[src/stca_consts.svh]
`ifndef STCA_CONSTS_SVH
`define STCA_CONSTS_SVH
// register offsets on the 8-bit io bus
`define STCA_ADR_CNT_L 6'h00
`define STCA_ADR_CNT_H 6'h01
`define STCA_ADR_CMPA_L 6'h02
`define STCA_ADR_CMPA_H 6'h03
`define STCA_ADR_CMPB_L 6'h04
`define STCA_ADR_CMPB_H 6'h05
`define STCA_ADR_CAP_L 6'h06
`define STCA_ADR_CAP_H 6'h07
`define STCA_ADR_CTRL_A 6'h08
`define STCA_ADR_CTRL_B 6'h09
`define STCA_ADR_FLAG 6'h0A
`define STCA_ADR_MASK 6'h0B
`define STCA_ADR_SFIO 6'h0C
// field positions
`define STCA_SFIO_PSR 0
`define STCA_FLG_CAP 5
`define STCA_FLG_CMPA 4
`define STCA_FLG_CMPB 3
`define STCA_FLG_OVF 2
`define STCA_CA_FOCA 3
`define STCA_CA_FOCB 2
`define STCA_CB_NC 7
`define STCA_CB_ES 6
`define STCA_CB_WGM3 4
`define STCA_CB_WGM2 3
// reset values
`define STCA_RST_BYTE 8'h00
`define STCA_RST_WORD 16'h0000
// count boundaries
`define STCA_BOTTOM 16'h0000
`define STCA_MAX 16'hFFFF
`define STCA_TOP8 16'h00FF
`define STCA_TOP9 16'h01FF
`define STCA_TOP10 16'h03FF
// prescaler taps and filter length
`define STCA_PRE_W 10
`define STCA_NC_LEN 4
`endif

[src/stca_pkg.sv]
package stca_pkg;
    typedef enum logic [2:0] {
        STCA_CS_OFF, STCA_CS_DIV1, STCA_CS_DIV8, STCA_CS_DIV64,
        STCA_CS_DIV256, STCA_CS_DIV1024, STCA_CS_EXT_FALL, STCA_CS_EXT_RISE
    } stca_cs_t;
endpackage : stca_pkg

[src/stca_tick_if.sv]
interface stca_tick_if;
    logic psr_clear;
    logic [2:0] cs;
    logic ext_sync;
    logic tick;
    modport gen (input psr_clear, input cs, input ext_sync, output tick);
    modport user (output psr_clear, output cs, output ext_sync, input tick);
endinterface : stca_tick_if

[src/stca_tick_gen.sv]
`include "stca_consts.svh"
module stca_tick_gen (
    // clock and reset
    input wire logic clk,
    input wire logic reset_n,
    // tick channel
    stca_tick_if.gen tif
);
    logic [`STCA_PRE_W-1:0] pre_q, pre_d;
    logic ext_prev_q, ext_prev_d;
    logic rise, fall;

    // free-running shared prescaler
    always_comb begin
        pre_d = tif.psr_clear ? '0 : pre_q + 1'b1;
        ext_prev_d = tif.ext_sync;
    end

    always_ff @(posedge clk or negedge reset_n) begin
        if (!reset_n) begin
            pre_q <= '0;
            ext_prev_q <= 1'b0;
        end else begin
            pre_q <= pre_d;
            ext_prev_q <= ext_prev_d;
        end
    end

    assign rise = tif.ext_sync & ~ext_prev_q;
    assign fall = ~tif.ext_sync & ext_prev_q;

    // clock source select and taps
    always_comb begin
        case (stca_pkg::stca_cs_t'(tif.cs))
            stca_pkg::STCA_CS_OFF: tif.tick = 1'b0;
            stca_pkg::STCA_CS_DIV1: tif.tick = 1'b1;
            stca_pkg::STCA_CS_DIV8: tif.tick = &pre_q[2:0];
            stca_pkg::STCA_CS_DIV64: tif.tick = &pre_q[5:0];
            stca_pkg::STCA_CS_DIV256: tif.tick = &pre_q[7:0];
            stca_pkg::STCA_CS_DIV1024: tif.tick = &pre_q[9:0];
            stca_pkg::STCA_CS_EXT_FALL: tif.tick = fall;
            stca_pkg::STCA_CS_EXT_RISE: tif.tick = rise;
            default: tif.tick = 1'b0;
        endcase
    end

    a_off_no_tick: assert property (@(posedge clk) disable iff (!reset_n)
        tif.cs == 3'h0 |-> !tif.tick) else $error("tick while stopped");
    a_div8_period: assert property (@(posedge clk) disable iff (!reset_n)
        (tif.cs == 3'h2 && tif.tick && !tif.psr_clear) ##1 (tif.cs == 3'h2 && !tif.psr_clear)[*7]
        |-> !$past(tif.tick)) else $error("div8 tick spacing wrong");
    a_psr_zero: assert property (@(posedge clk) disable iff (!reset_n)
        tif.psr_clear |=> pre_q == '0) else $error("prescaler not cleared");
endmodule : stca_tick_gen

[src/stca_timer.sv]
`include "stca_consts.svh"
module stca_timer (
    // clock and reset
    input wire logic clk,
    input wire logic reset_n,
    // processor io bus
    input wire logic [5:0] io_addr,
    input wire logic io_wr,
    input wire logic io_rd,
    input wire logic [7:0] io_wdata,
    output logic [7:0] io_rdata,
    // pins and comparator
    input wire logic external_count_pin,
    input wire logic capture_input_pin,
    input wire logic comparator_out,
    // compare results toward waveform logic
    output logic match_a,
    output logic match_b,
    output logic at_bottom,
    output logic at_max,
    output logic at_top,
    // interrupt requests
    output logic irq_overflow,
    output logic irq_compare_a,
    output logic irq_compare_b,
    output logic irq_capture
);
    stca_tick_if tif ();

    logic [7:0] temp_q, temp_d;
    logic [15:0] cnt_q, cnt_d;
    logic [15:0] cmpa_q, cmpa_d, cmpa_buf_q, cmpa_buf_d;
    logic [15:0] cmpb_q, cmpb_d, cmpb_buf_q, cmpb_buf_d;
    logic [15:0] cap_q, cap_d;
    logic [7:0] ctrl_a_q, ctrl_a_d, ctrl_b_q, ctrl_b_d;
    logic [7:0] mask_q, mask_d;
    logic [3:0] flg_q, flg_d;
    logic [7:0] rdata_d;
    logic [1:0] ext_s_q, cap_s_q, cmp_s_q;
    logic [`STCA_NC_LEN-1:0] nc_q, nc_d;
    logic cap_lvl_q, cap_lvl_d;
    logic cap_src, cap_edge;
    logic [3:0] wgm;
    logic [15:0] top;
    logic pwm_mode, top_from_a;
    logic cnt_wr, hit_a, hit_b, ovf_ev;

    function automatic logic wr_at(input logic [5:0] a, input logic [5:0] t);
        wr_at = io_wr && (a == t);
    endfunction : wr_at

    // shared prescaler and clock select
    assign tif.psr_clear = wr_at(io_addr, `STCA_ADR_SFIO) && io_wdata[`STCA_SFIO_PSR];
    assign tif.cs = ctrl_b_q[2:0];
    assign tif.ext_sync = ext_s_q[1];

    stca_tick_gen u_tick (
        .clk(clk),
        .reset_n(reset_n),
        .tif(tif)
    );

    // two-flop pin synchronisers
    always_ff @(posedge clk or negedge reset_n) begin
        if (!reset_n) begin
            ext_s_q <= 2'h0;
            cap_s_q <= 2'h0;
            cmp_s_q <= 2'h0;
        end else begin
            ext_s_q <= {ext_s_q[0], external_count_pin};
            cap_s_q <= {cap_s_q[0], capture_input_pin};
            cmp_s_q <= {cmp_s_q[0], comparator_out};
        end
    end

    // mode decode and top selection
    assign wgm = {ctrl_b_q[`STCA_CB_WGM3], ctrl_b_q[`STCA_CB_WGM2], ctrl_a_q[1:0]};
    assign pwm_mode = (wgm != 4'h0) && (wgm != 4'h4) && (wgm != 4'hC);
    assign top_from_a = (wgm == 4'h4) || (wgm == 4'h9) || (wgm == 4'hB) || (wgm == 4'hF);

    always_comb begin
        case (wgm)
            4'h1, 4'h5: top = `STCA_TOP8;
            4'h2, 4'h6: top = `STCA_TOP9;
            4'h3, 4'h7: top = `STCA_TOP10;
            4'h4, 4'h9, 4'hB, 4'hF: top = cmpa_q;
            4'h8, 4'hA, 4'hC, 4'hE: top = cap_q;
            default: top = `STCA_MAX;
        endcase
    end

    // boundaries and compare results
    assign at_bottom = (cnt_q == `STCA_BOTTOM);
    assign at_max = (cnt_q == `STCA_MAX);
    assign at_top = (cnt_q == top);
    assign hit_a = (cnt_q == cmpa_q);
    assign hit_b = (cnt_q == cmpb_q);
    assign cnt_wr = wr_at(io_addr, `STCA_ADR_CNT_L);
    assign ovf_ev = tif.tick && !cnt_wr && (at_top || at_max);

    // capture noise filter and edge
    assign cap_src = cmp_s_q[1];
    assign cap_edge = (cap_lvl_d != cap_lvl_q) && (cap_lvl_d == ctrl_b_q[`STCA_CB_ES]);

    always_comb begin
        nc_d = {nc_q[`STCA_NC_LEN-2:0], (ctrl_b_q[5] ? cap_src : cap_s_q[1])};
        cap_lvl_d = cap_lvl_q;
        if (!ctrl_b_q[`STCA_CB_NC]) begin
            cap_lvl_d = nc_d[0];
        end else if (&nc_q) begin
            cap_lvl_d = 1'b1;
        end else if (~|nc_q) begin
            cap_lvl_d = 1'b0;
        end
    end

    // register file next state
    always_comb begin
        temp_d = temp_q;
        cnt_d = cnt_q;
        cmpa_buf_d = cmpa_buf_q;
        cmpb_buf_d = cmpb_buf_q;
        cmpa_d = pwm_mode ? cmpa_q : cmpa_buf_q;
        cmpb_d = pwm_mode ? cmpb_q : cmpb_buf_q;
        cap_d = cap_q;
        ctrl_a_d = ctrl_a_q;
        ctrl_b_d = ctrl_b_q;
        mask_d = mask_q;
        flg_d = flg_q;
        // counting
        if (tif.tick) begin
            cnt_d = (at_top || at_max) ? `STCA_BOTTOM : cnt_q + 16'h0001;
            if (pwm_mode && at_top) begin
                cmpa_d = cmpa_buf_q;
                cmpb_d = cmpb_buf_q;
            end
        end
        // processor writes
        if (io_wr) begin
            case (io_addr)
                `STCA_ADR_CNT_H, `STCA_ADR_CMPA_H, `STCA_ADR_CMPB_H, `STCA_ADR_CAP_H: begin
                    temp_d = io_wdata;
                end
                `STCA_ADR_CNT_L: cnt_d = {temp_q, io_wdata};
                `STCA_ADR_CMPA_L: cmpa_buf_d = {temp_q, io_wdata};
                `STCA_ADR_CMPB_L: cmpb_buf_d = {temp_q, io_wdata};
                `STCA_ADR_CAP_L: cap_d = {temp_q, io_wdata};
                `STCA_ADR_CTRL_A: ctrl_a_d = io_wdata & 8'hF3;
                `STCA_ADR_CTRL_B: ctrl_b_d = io_wdata;
                `STCA_ADR_MASK: mask_d = io_wdata;
                `STCA_ADR_FLAG: begin
                    flg_d = flg_q & ~{io_wdata[`STCA_FLG_CAP], io_wdata[`STCA_FLG_CMPA],
                        io_wdata[`STCA_FLG_CMPB], io_wdata[`STCA_FLG_OVF]};
                end
                default: ;
            endcase
        end
        if (io_rd && (io_addr == `STCA_ADR_CNT_L)) begin
            temp_d = cnt_q[15:8];
        end else if (io_rd && (io_addr == `STCA_ADR_CAP_L)) begin
            temp_d = cap_q[15:8];
        end
        // hardware events win over clears
        if (cap_edge && !(wgm[3] && !wgm[0])) begin // no latch while capture holds top
            cap_d = cnt_q;
        end
        if (cap_edge) flg_d[3] = 1'b1;
        if (hit_a && tif.tick || wr_at(io_addr, `STCA_ADR_CTRL_A) && io_wdata[`STCA_CA_FOCA]) begin
            flg_d[2] = 1'b1;
        end
        if (hit_b && tif.tick || wr_at(io_addr, `STCA_ADR_CTRL_A) && io_wdata[`STCA_CA_FOCB]) begin
            flg_d[1] = 1'b1;
        end
        if (ovf_ev) flg_d[0] = 1'b1;
        if (cnt_wr) cnt_d = {temp_q, io_wdata};
    end

    // read data
    always_comb begin
        case (io_addr)
            `STCA_ADR_CNT_L: rdata_d = cnt_q[7:0];
            `STCA_ADR_CMPA_L: rdata_d = cmpa_buf_q[7:0];
            `STCA_ADR_CMPA_H: rdata_d = cmpa_buf_q[15:8];
            `STCA_ADR_CMPB_L: rdata_d = cmpb_buf_q[7:0];
            `STCA_ADR_CMPB_H: rdata_d = cmpb_buf_q[15:8];
            `STCA_ADR_CAP_L: rdata_d = cap_q[7:0];
            `STCA_ADR_CNT_H, `STCA_ADR_CAP_H: rdata_d = temp_q;
            `STCA_ADR_CTRL_A: rdata_d = ctrl_a_q;
            `STCA_ADR_CTRL_B: rdata_d = ctrl_b_q;
            `STCA_ADR_FLAG: rdata_d = {2'h0, flg_q[3], flg_q[2], flg_q[1], flg_q[0], 2'h0};
            `STCA_ADR_MASK: rdata_d = mask_q;
            `STCA_ADR_SFIO: rdata_d = 8'h00;
            default: rdata_d = 8'h00;
        endcase
    end

    // state registers
    always_ff @(posedge clk or negedge reset_n) begin
        if (!reset_n) begin
            temp_q <= `STCA_RST_BYTE;
            cnt_q <= `STCA_RST_WORD;
            cmpa_q <= `STCA_RST_WORD;
            cmpb_q <= `STCA_RST_WORD;
            cmpa_buf_q <= `STCA_RST_WORD;
            cmpb_buf_q <= `STCA_RST_WORD;
            cap_q <= `STCA_RST_WORD;
            ctrl_a_q <= `STCA_RST_BYTE;
            ctrl_b_q <= `STCA_RST_BYTE;
            mask_q <= `STCA_RST_BYTE;
            flg_q <= 4'h0;
            nc_q <= '0;
            cap_lvl_q <= 1'b0;
            io_rdata <= 8'h00;
            match_a <= 1'b0;
            match_b <= 1'b0;
        end else begin
            temp_q <= temp_d;
            cnt_q <= cnt_d;
            cmpa_q <= cmpa_d;
            cmpb_q <= cmpb_d;
            cmpa_buf_q <= cmpa_buf_d;
            cmpb_buf_q <= cmpb_buf_d;
            cap_q <= cap_d;
            ctrl_a_q <= ctrl_a_d;
            ctrl_b_q <= ctrl_b_d;
            mask_q <= mask_d;
            flg_q <= flg_d;
            nc_q <= nc_d;
            cap_lvl_q <= cap_lvl_d;
            io_rdata <= rdata_d;
            match_a <= hit_a && !(pwm_mode && top_from_a);
            match_b <= hit_b;
        end
    end

    // masked interrupt requests
    assign irq_capture = flg_q[3] & mask_q[`STCA_FLG_CAP];
    assign irq_compare_a = flg_q[2] & mask_q[`STCA_FLG_CMPA];
    assign irq_compare_b = flg_q[1] & mask_q[`STCA_FLG_CMPB];
    assign irq_overflow = flg_q[0] & mask_q[`STCA_FLG_OVF];

    // bus, count and flag checks
    a_low_write_load: assert property (@(posedge clk) disable iff (!reset_n)
        io_wr && io_addr == `STCA_ADR_CNT_L |=> cnt_q == {$past(temp_q), $past(io_wdata)})
        else $error("counter low write wrong");
    a_high_write_temp: assert property (@(posedge clk) disable iff (!reset_n)
        io_wr && io_addr == `STCA_ADR_CMPB_H |=> temp_q == $past(io_wdata) && $stable(cmpb_buf_q))
        else $error("high write touched register");
    a_low_read_temp: assert property (@(posedge clk) disable iff (!reset_n)
        io_rd && !io_wr && io_addr == `STCA_ADR_CNT_L |=> temp_q == $past(cnt_q[15:8]))
        else $error("temp not loaded on read");
    a_sfio_reads_zero: assert property (@(posedge clk) disable iff (!reset_n)
        io_addr == `STCA_ADR_SFIO |=> io_rdata == 8'h00) else $error("sfio read nonzero");
    a_cmpa_high_read: assert property (@(posedge clk) disable iff (!reset_n)
        io_addr == `STCA_ADR_CMPA_H |=> io_rdata == $past(cmpa_buf_q[15:8]))
        else $error("compare high read via temp");
    a_stopped_count: assert property (@(posedge clk) disable iff (!reset_n)
        ctrl_b_q[2:0] == 3'h0 && !io_wr |=> $stable(cnt_q)) else $error("counter ran stopped");
    a_ovf_flag: assert property (@(posedge clk) disable iff (!reset_n)
        ovf_ev |=> flg_q[0]) else $error("overflow flag lost");
    a_cmpb_flag: assert property (@(posedge clk) disable iff (!reset_n)
        hit_b && tif.tick |=> flg_q[1]) else $error("compare b flag lost");
    a_cmpa_flag: assert property (@(posedge clk) disable iff (!reset_n)
        hit_a && tif.tick |=> flg_q[2]) else $error("compare a flag lost");
    a_cap_latch: assert property (@(posedge clk) disable iff (!reset_n)
        cap_edge && wgm == 4'h0 && !io_wr |=> cap_q == $past(cnt_q) && flg_q[3])
        else $error("capture missed");
    a_wrap_bottom: assert property (@(posedge clk) disable iff (!reset_n)
        tif.tick && at_max && wgm == 4'h0 && !cnt_wr |=> at_bottom) else $error("no wrap to bottom");
    a_top_wrap: assert property (@(posedge clk) disable iff (!reset_n)
        tif.tick && at_top && !cnt_wr |=> cnt_q == `STCA_BOTTOM) else $error("no restart after top");
    a_force_a_flag: assert property (@(posedge clk) disable iff (!reset_n)
        io_wr && io_addr == `STCA_ADR_CTRL_A && io_wdata[`STCA_CA_FOCA] |=> flg_q[2])
        else $error("force a ignored");
    a_force_b_flag: assert property (@(posedge clk) disable iff (!reset_n)
        io_wr && io_addr == `STCA_ADR_CTRL_A && io_wdata[`STCA_CA_FOCB] |=> flg_q[1])
        else $error("force b ignored");
    a_top_no_out: assert property (@(posedge clk) disable iff (!reset_n)
        pwm_mode && top_from_a |=> !match_a) else $error("top compare drove output");
endmodule : stca_timer

[config.mk]
export PLATFORM = sky130hd
export DESIGN_NAME = stca_timer
export DESIGN_NICKNAME = d
export VERILOG_FILES = /design/src/stca_pkg.sv /design/src/stca_tick_if.sv /design/src/stca_tick_gen.sv /design/src/stca_timer.sv
export VERILOG_INCLUDE_DIRS = /design/src
export SDC_FILE = /design/constraint.sdc
export NUM_CORES = 1
export LEC_CHECK = 0
export ABC_AREA = 1
export BUFFER_PORTS_ARGS = -buffer_cell sky130_fd_sc_hd__buf_2
export CAP_MARGIN = 20
export CORE_MARGIN = 3
export CORE_UTILIZATION = 45
export CTS_BUF_LIST = sky130_fd_sc_hd__clkbuf_8 sky130_fd_sc_hd__clkbuf_16
export CTS_CLUSTER_DIAMETER = 40
export CTS_CLUSTER_SIZE = 12
export DETAILED_ROUTE_END_ITERATION = 8
export PLACE_DENSITY = 0.61
export SLEW_MARGIN = 40
export SYNTH_ARGS = -nofsm -noshare
export SYNTH_HDL_FRONTEND = slang
export SYNTH_SLANG_ARGS = --single-unit
[constraint.sdc]
create_clock -name clk -period 4.9 [get_ports clk]
set_clock_uncertainty 0.1 [all_clocks]
set_input_delay 0.49 -clock clk [delete_from_list [all_inputs] [get_ports clk]]
set_output_delay 0.49 -clock clk [all_outputs]
set_load 0.1 [all_outputs]
==> Implementation_results.wiki <==
{| class="wikitable"
! Metric !! Value
|-
| Initial core utilization || 46.28%
|-
| # rows || 49
|-
| Pin count of the biggest net entering global routing || 81
|-
| Tightest Hold Check Type || in -> async
|-
| Result of the run || finished with violations
|-
| Top_reg_cell synth || dfrtp_1
|-
| Worst Path Arrival || between 3000 and 4000 ps
|-
| Die X-Extent || 142.6 um
|-
| TritonCTS clock tree || built
|-
| Launching element of the worst setup path || ctrl_a_q[1]
|-
| Finished Layout Cells || 1324
|-
| Remaining global-route overflow || 0
|-
| Area growth from synthesis to final layout || 11.99%
|-
| Die ar. || just over 0.02 sq mm
|-
| Total power density per cell area || 485.2 mW/mm^2
|-
| Required time of the critical path || approximately 4300 ps
|-
| H-tree depth reported by CTS || 4
|-
| Via-to-Cell Ratio || 5.856
|-
| Final GP Congestion || 0.9555
|-
| Final setup violation count || 0
|-
| Worst vdd rail ir drop || approximately 280 uV
|-
| Unrepaired setup endpoints after global routing || false
|-
| Worst skew pair latency || between 400 and 500 ps
|-
| Top cell type by total area after synthesis || dfrtp_1
|-
| Hold-fix buffers at CTS || 0
|-
| Vias in the first global route || ~7200
|-
| Initial drt markers || 909
|-
| Avg Cell Area, Syn || between 7 and 8 sq um
|-
| Diode insertion count for antenna repair || 0
|-
| Final cell utilization of the core || between 50% and 60%
|-
| Post-Route WL || 28660 um
|-
| HPWL Detailed || between 20000 and 25000 um
|-
| Total number of vias || between 7000 and 8000
|-
| Most common cell after layout, fill and taps aside || nand2_1
|-
| Number of buffers added on ports || 37
|-
| Total global-route track usage || 28.86%
|-
| Number of placed I/O pins || 38
|-
| Count of maximum capacitance violations || 0
|-
| Die extent in y || 142.6 um
|-
| Violated checks || hold timing
|-
| Number of placed cells counting well taps || around 1300
|-
| Clock-pin slew of the registers on the worst-case setup and hold paths || 70 ps
|-
| Number of clock sinks || 162
|-
| Startpoint of the worst register-to-register path || ctrl_a_q[1]
|-
| Synth Cell Area || 0.008399 sq mm
|-
| Worst-case clock buffer depth || 2
|-
| Max-slew headroom || 42.20%
|-
| Yosys synthesis warning count || 0
|-
| Biggest area contributors in the synthesized netlist || dfrtp_1 (48%), nand2_1 (13%), nand3_1 (5.9%)
|-
| Minimum hold slack || -21.75 ps
|-
| Maximum net fanout on the critical path || 32
|-
| Number of design rule violations left after detail routing || 0
|-
| CP endpoint kind || output pin
|-
| Post-CTS setup buffer count || 0
|-
| Number of buffers created by CTS || 17
|-
| ANT nets after route || 0
|-
| Routed wire per std cell || 21.65 um
|-
| Number of nets in the layout || 1107
|-
| Initial antenna violation count || 0
|-
| Core footprint || 0.01815 sq mm
|-
| Leakage power total || 4.500 nW
|-
| Final Power || 4.564 mW
|-
| Critical path startpoint category || flop
|-
| Post-Synthesis Cells || 1056
|-
| Final worst setup slack || roughly 1100 ps
|-
| Achievable Freq || roughly 260 MHz
|-
| Ys async rst share || 100.0%
|-
| Fraction of synthesized cell area taken by the top area cell type || 48.26%
|-
| Number of nets produced by synthesis || 1081
|-
| Number of library cell types mapped by synthesis || 38
|-
| Tightest Pin Transition || 863.8 ps
|-
| Minimum clock period after layout || around 3800 ps
|-
| Fraction of the cycle the final worst path needs || roughly 78%
|-
| Root cell of the clock tree || clkbuf_16
|-
| Commonest cells after routing, fill and taps aside || nand2_1 (297), dfrtp_1 (162), nand3_1 (98)
|-
| First-pass GRT wire length || roughly 44000 um
|-
| Number of synthesized register bits || 162
|-
| Share of layout cells above drive strength 1 || about a tenth
|-
| First-pass iteration count of the detailed router || 6
|-
| Placement Cell Area || 0.008803 sq mm
|-
| Layout Cell Area excl Fill || approximately 0.0094 sq mm
|-
| Number of hold-slack violations in the final timing report || 13
|-
| Seq/Total Area, Yosys || 48.26%
|-
| Sum of negative setup slack || 0 ps
|-
| Number of enable-type register cells in the synthesized netlist || 0
|-
| Post-CTS Resized || 0
|-
| Pre-CTS setup slack || 1492 ps
|-
| CP Class || reg -> out
|-
| Final number of max-transition violations || 0
|}
[path summary, 6_finish.rpt]
kind                       cells past startpoint    endpoint  slack, ps
setup / recovery                              11      at_top       1100
hold / removal                                 1    cnt_q[6]        -20
setup reg to reg                              15  cmpa_q[11]       1350
hold reg to reg                                0  cmp_s_q[1]        250
max in group asynchronous                      2   mask_q[2]       3680
min in group clk                               1  cmp_s_q[0]         60
[critical path, cell delays in order, from the launching register on]
cell     delay [ps]
dfrtp_1         410
nor2_1          110
nor2_2          370
nor2_1           90
nand2_2         420
nand3_1         120
nand2_1          80
nand2_1          50
nor2_1          140
nand2_1          90
nor4_1          370
buf_2           500
[power breakdown]
group | internal (mW) | leakage, nW | total, mW | switching, mW
sequential | 1.62 | 2.10 | 2.00 | 0.382
combinational | 0.397 | 2.11 | 1.19 | 0.795
clock | 0.793 | 0.295 | 1.37 | 0.575
total | 2.81 | 4.50 | 4.56 | 1.75
[logic make-up (layout without fill, tap and decap cells)]
group,count (synthesis),count (layout),share of synthesized area [%]
xor gates and xnor gates,29,29,3.024
AOI/OAI and AO/OA,181,181,13.30
adders and majority gates,4,4,0.5959
buffers and inverters,134,173,6.465
DFF,162,162,48.26
muxes,1,1,0.1341
and+or+nand+nor,545,545,28.21
[metal layers]
metal	GRT usage, %	share of wire, %	vias to the layer above
met1	41.34	44	3669
met4	11.26	3.3	0
li1	-	-	3635
met5	0	0	-
met3	6.899	8.8	65
met2	42.51	44	384
[flip-flops by register name (all words and copies together) (netlist names)]
register           count
temp_q                 8
io_rdata               8
u_tick.ext_prev_q      1
cmp_s_q                2
cap_q                 16
cmpa_q                16
match_b                1
u_tick.pre_q          10
cap_lvl_q              1
match_a                1
mask_q                 8
ctrl_b_q               8
flg_q                  4
nc_q                   4
ctrl_a_q               6
cmpa_buf_q            16
cmpb_buf_q            16
cap_s_q                2
ext_s_q                2
cmpb_q                16
cnt_q                 16
[layout make-up]
| cell class | count | area (sq um) |
|---|---|---|
| Multi-Input combinational cell | 760 | 3824 |
| Inverter | 88 | 330.3 |
| Clock inverter | 12 | 131.4 |
| Clock buffer | 20 | 466.7 |
| Fill cell | 1748 | 8741 |
| Timing Repair Buffer | 53 | 314.1 |
| Sequential cell | 162 | 4054 |
| Tap cell | 229 | 286.5 |
[synth_stat cells, types with 16 or more instances]
library cell,n
a21oi_1,25
clkbuf_1,32
dfrtp_1,162
inv_1,81
nand2_1,299
nand3_1,99
nand4_1,45
nor2_1,63
nor3_1,16
o211ai_1,24
o21ai_0,81
xor2_1,17
Note: power is estimated with default switching activity, not from simulation.
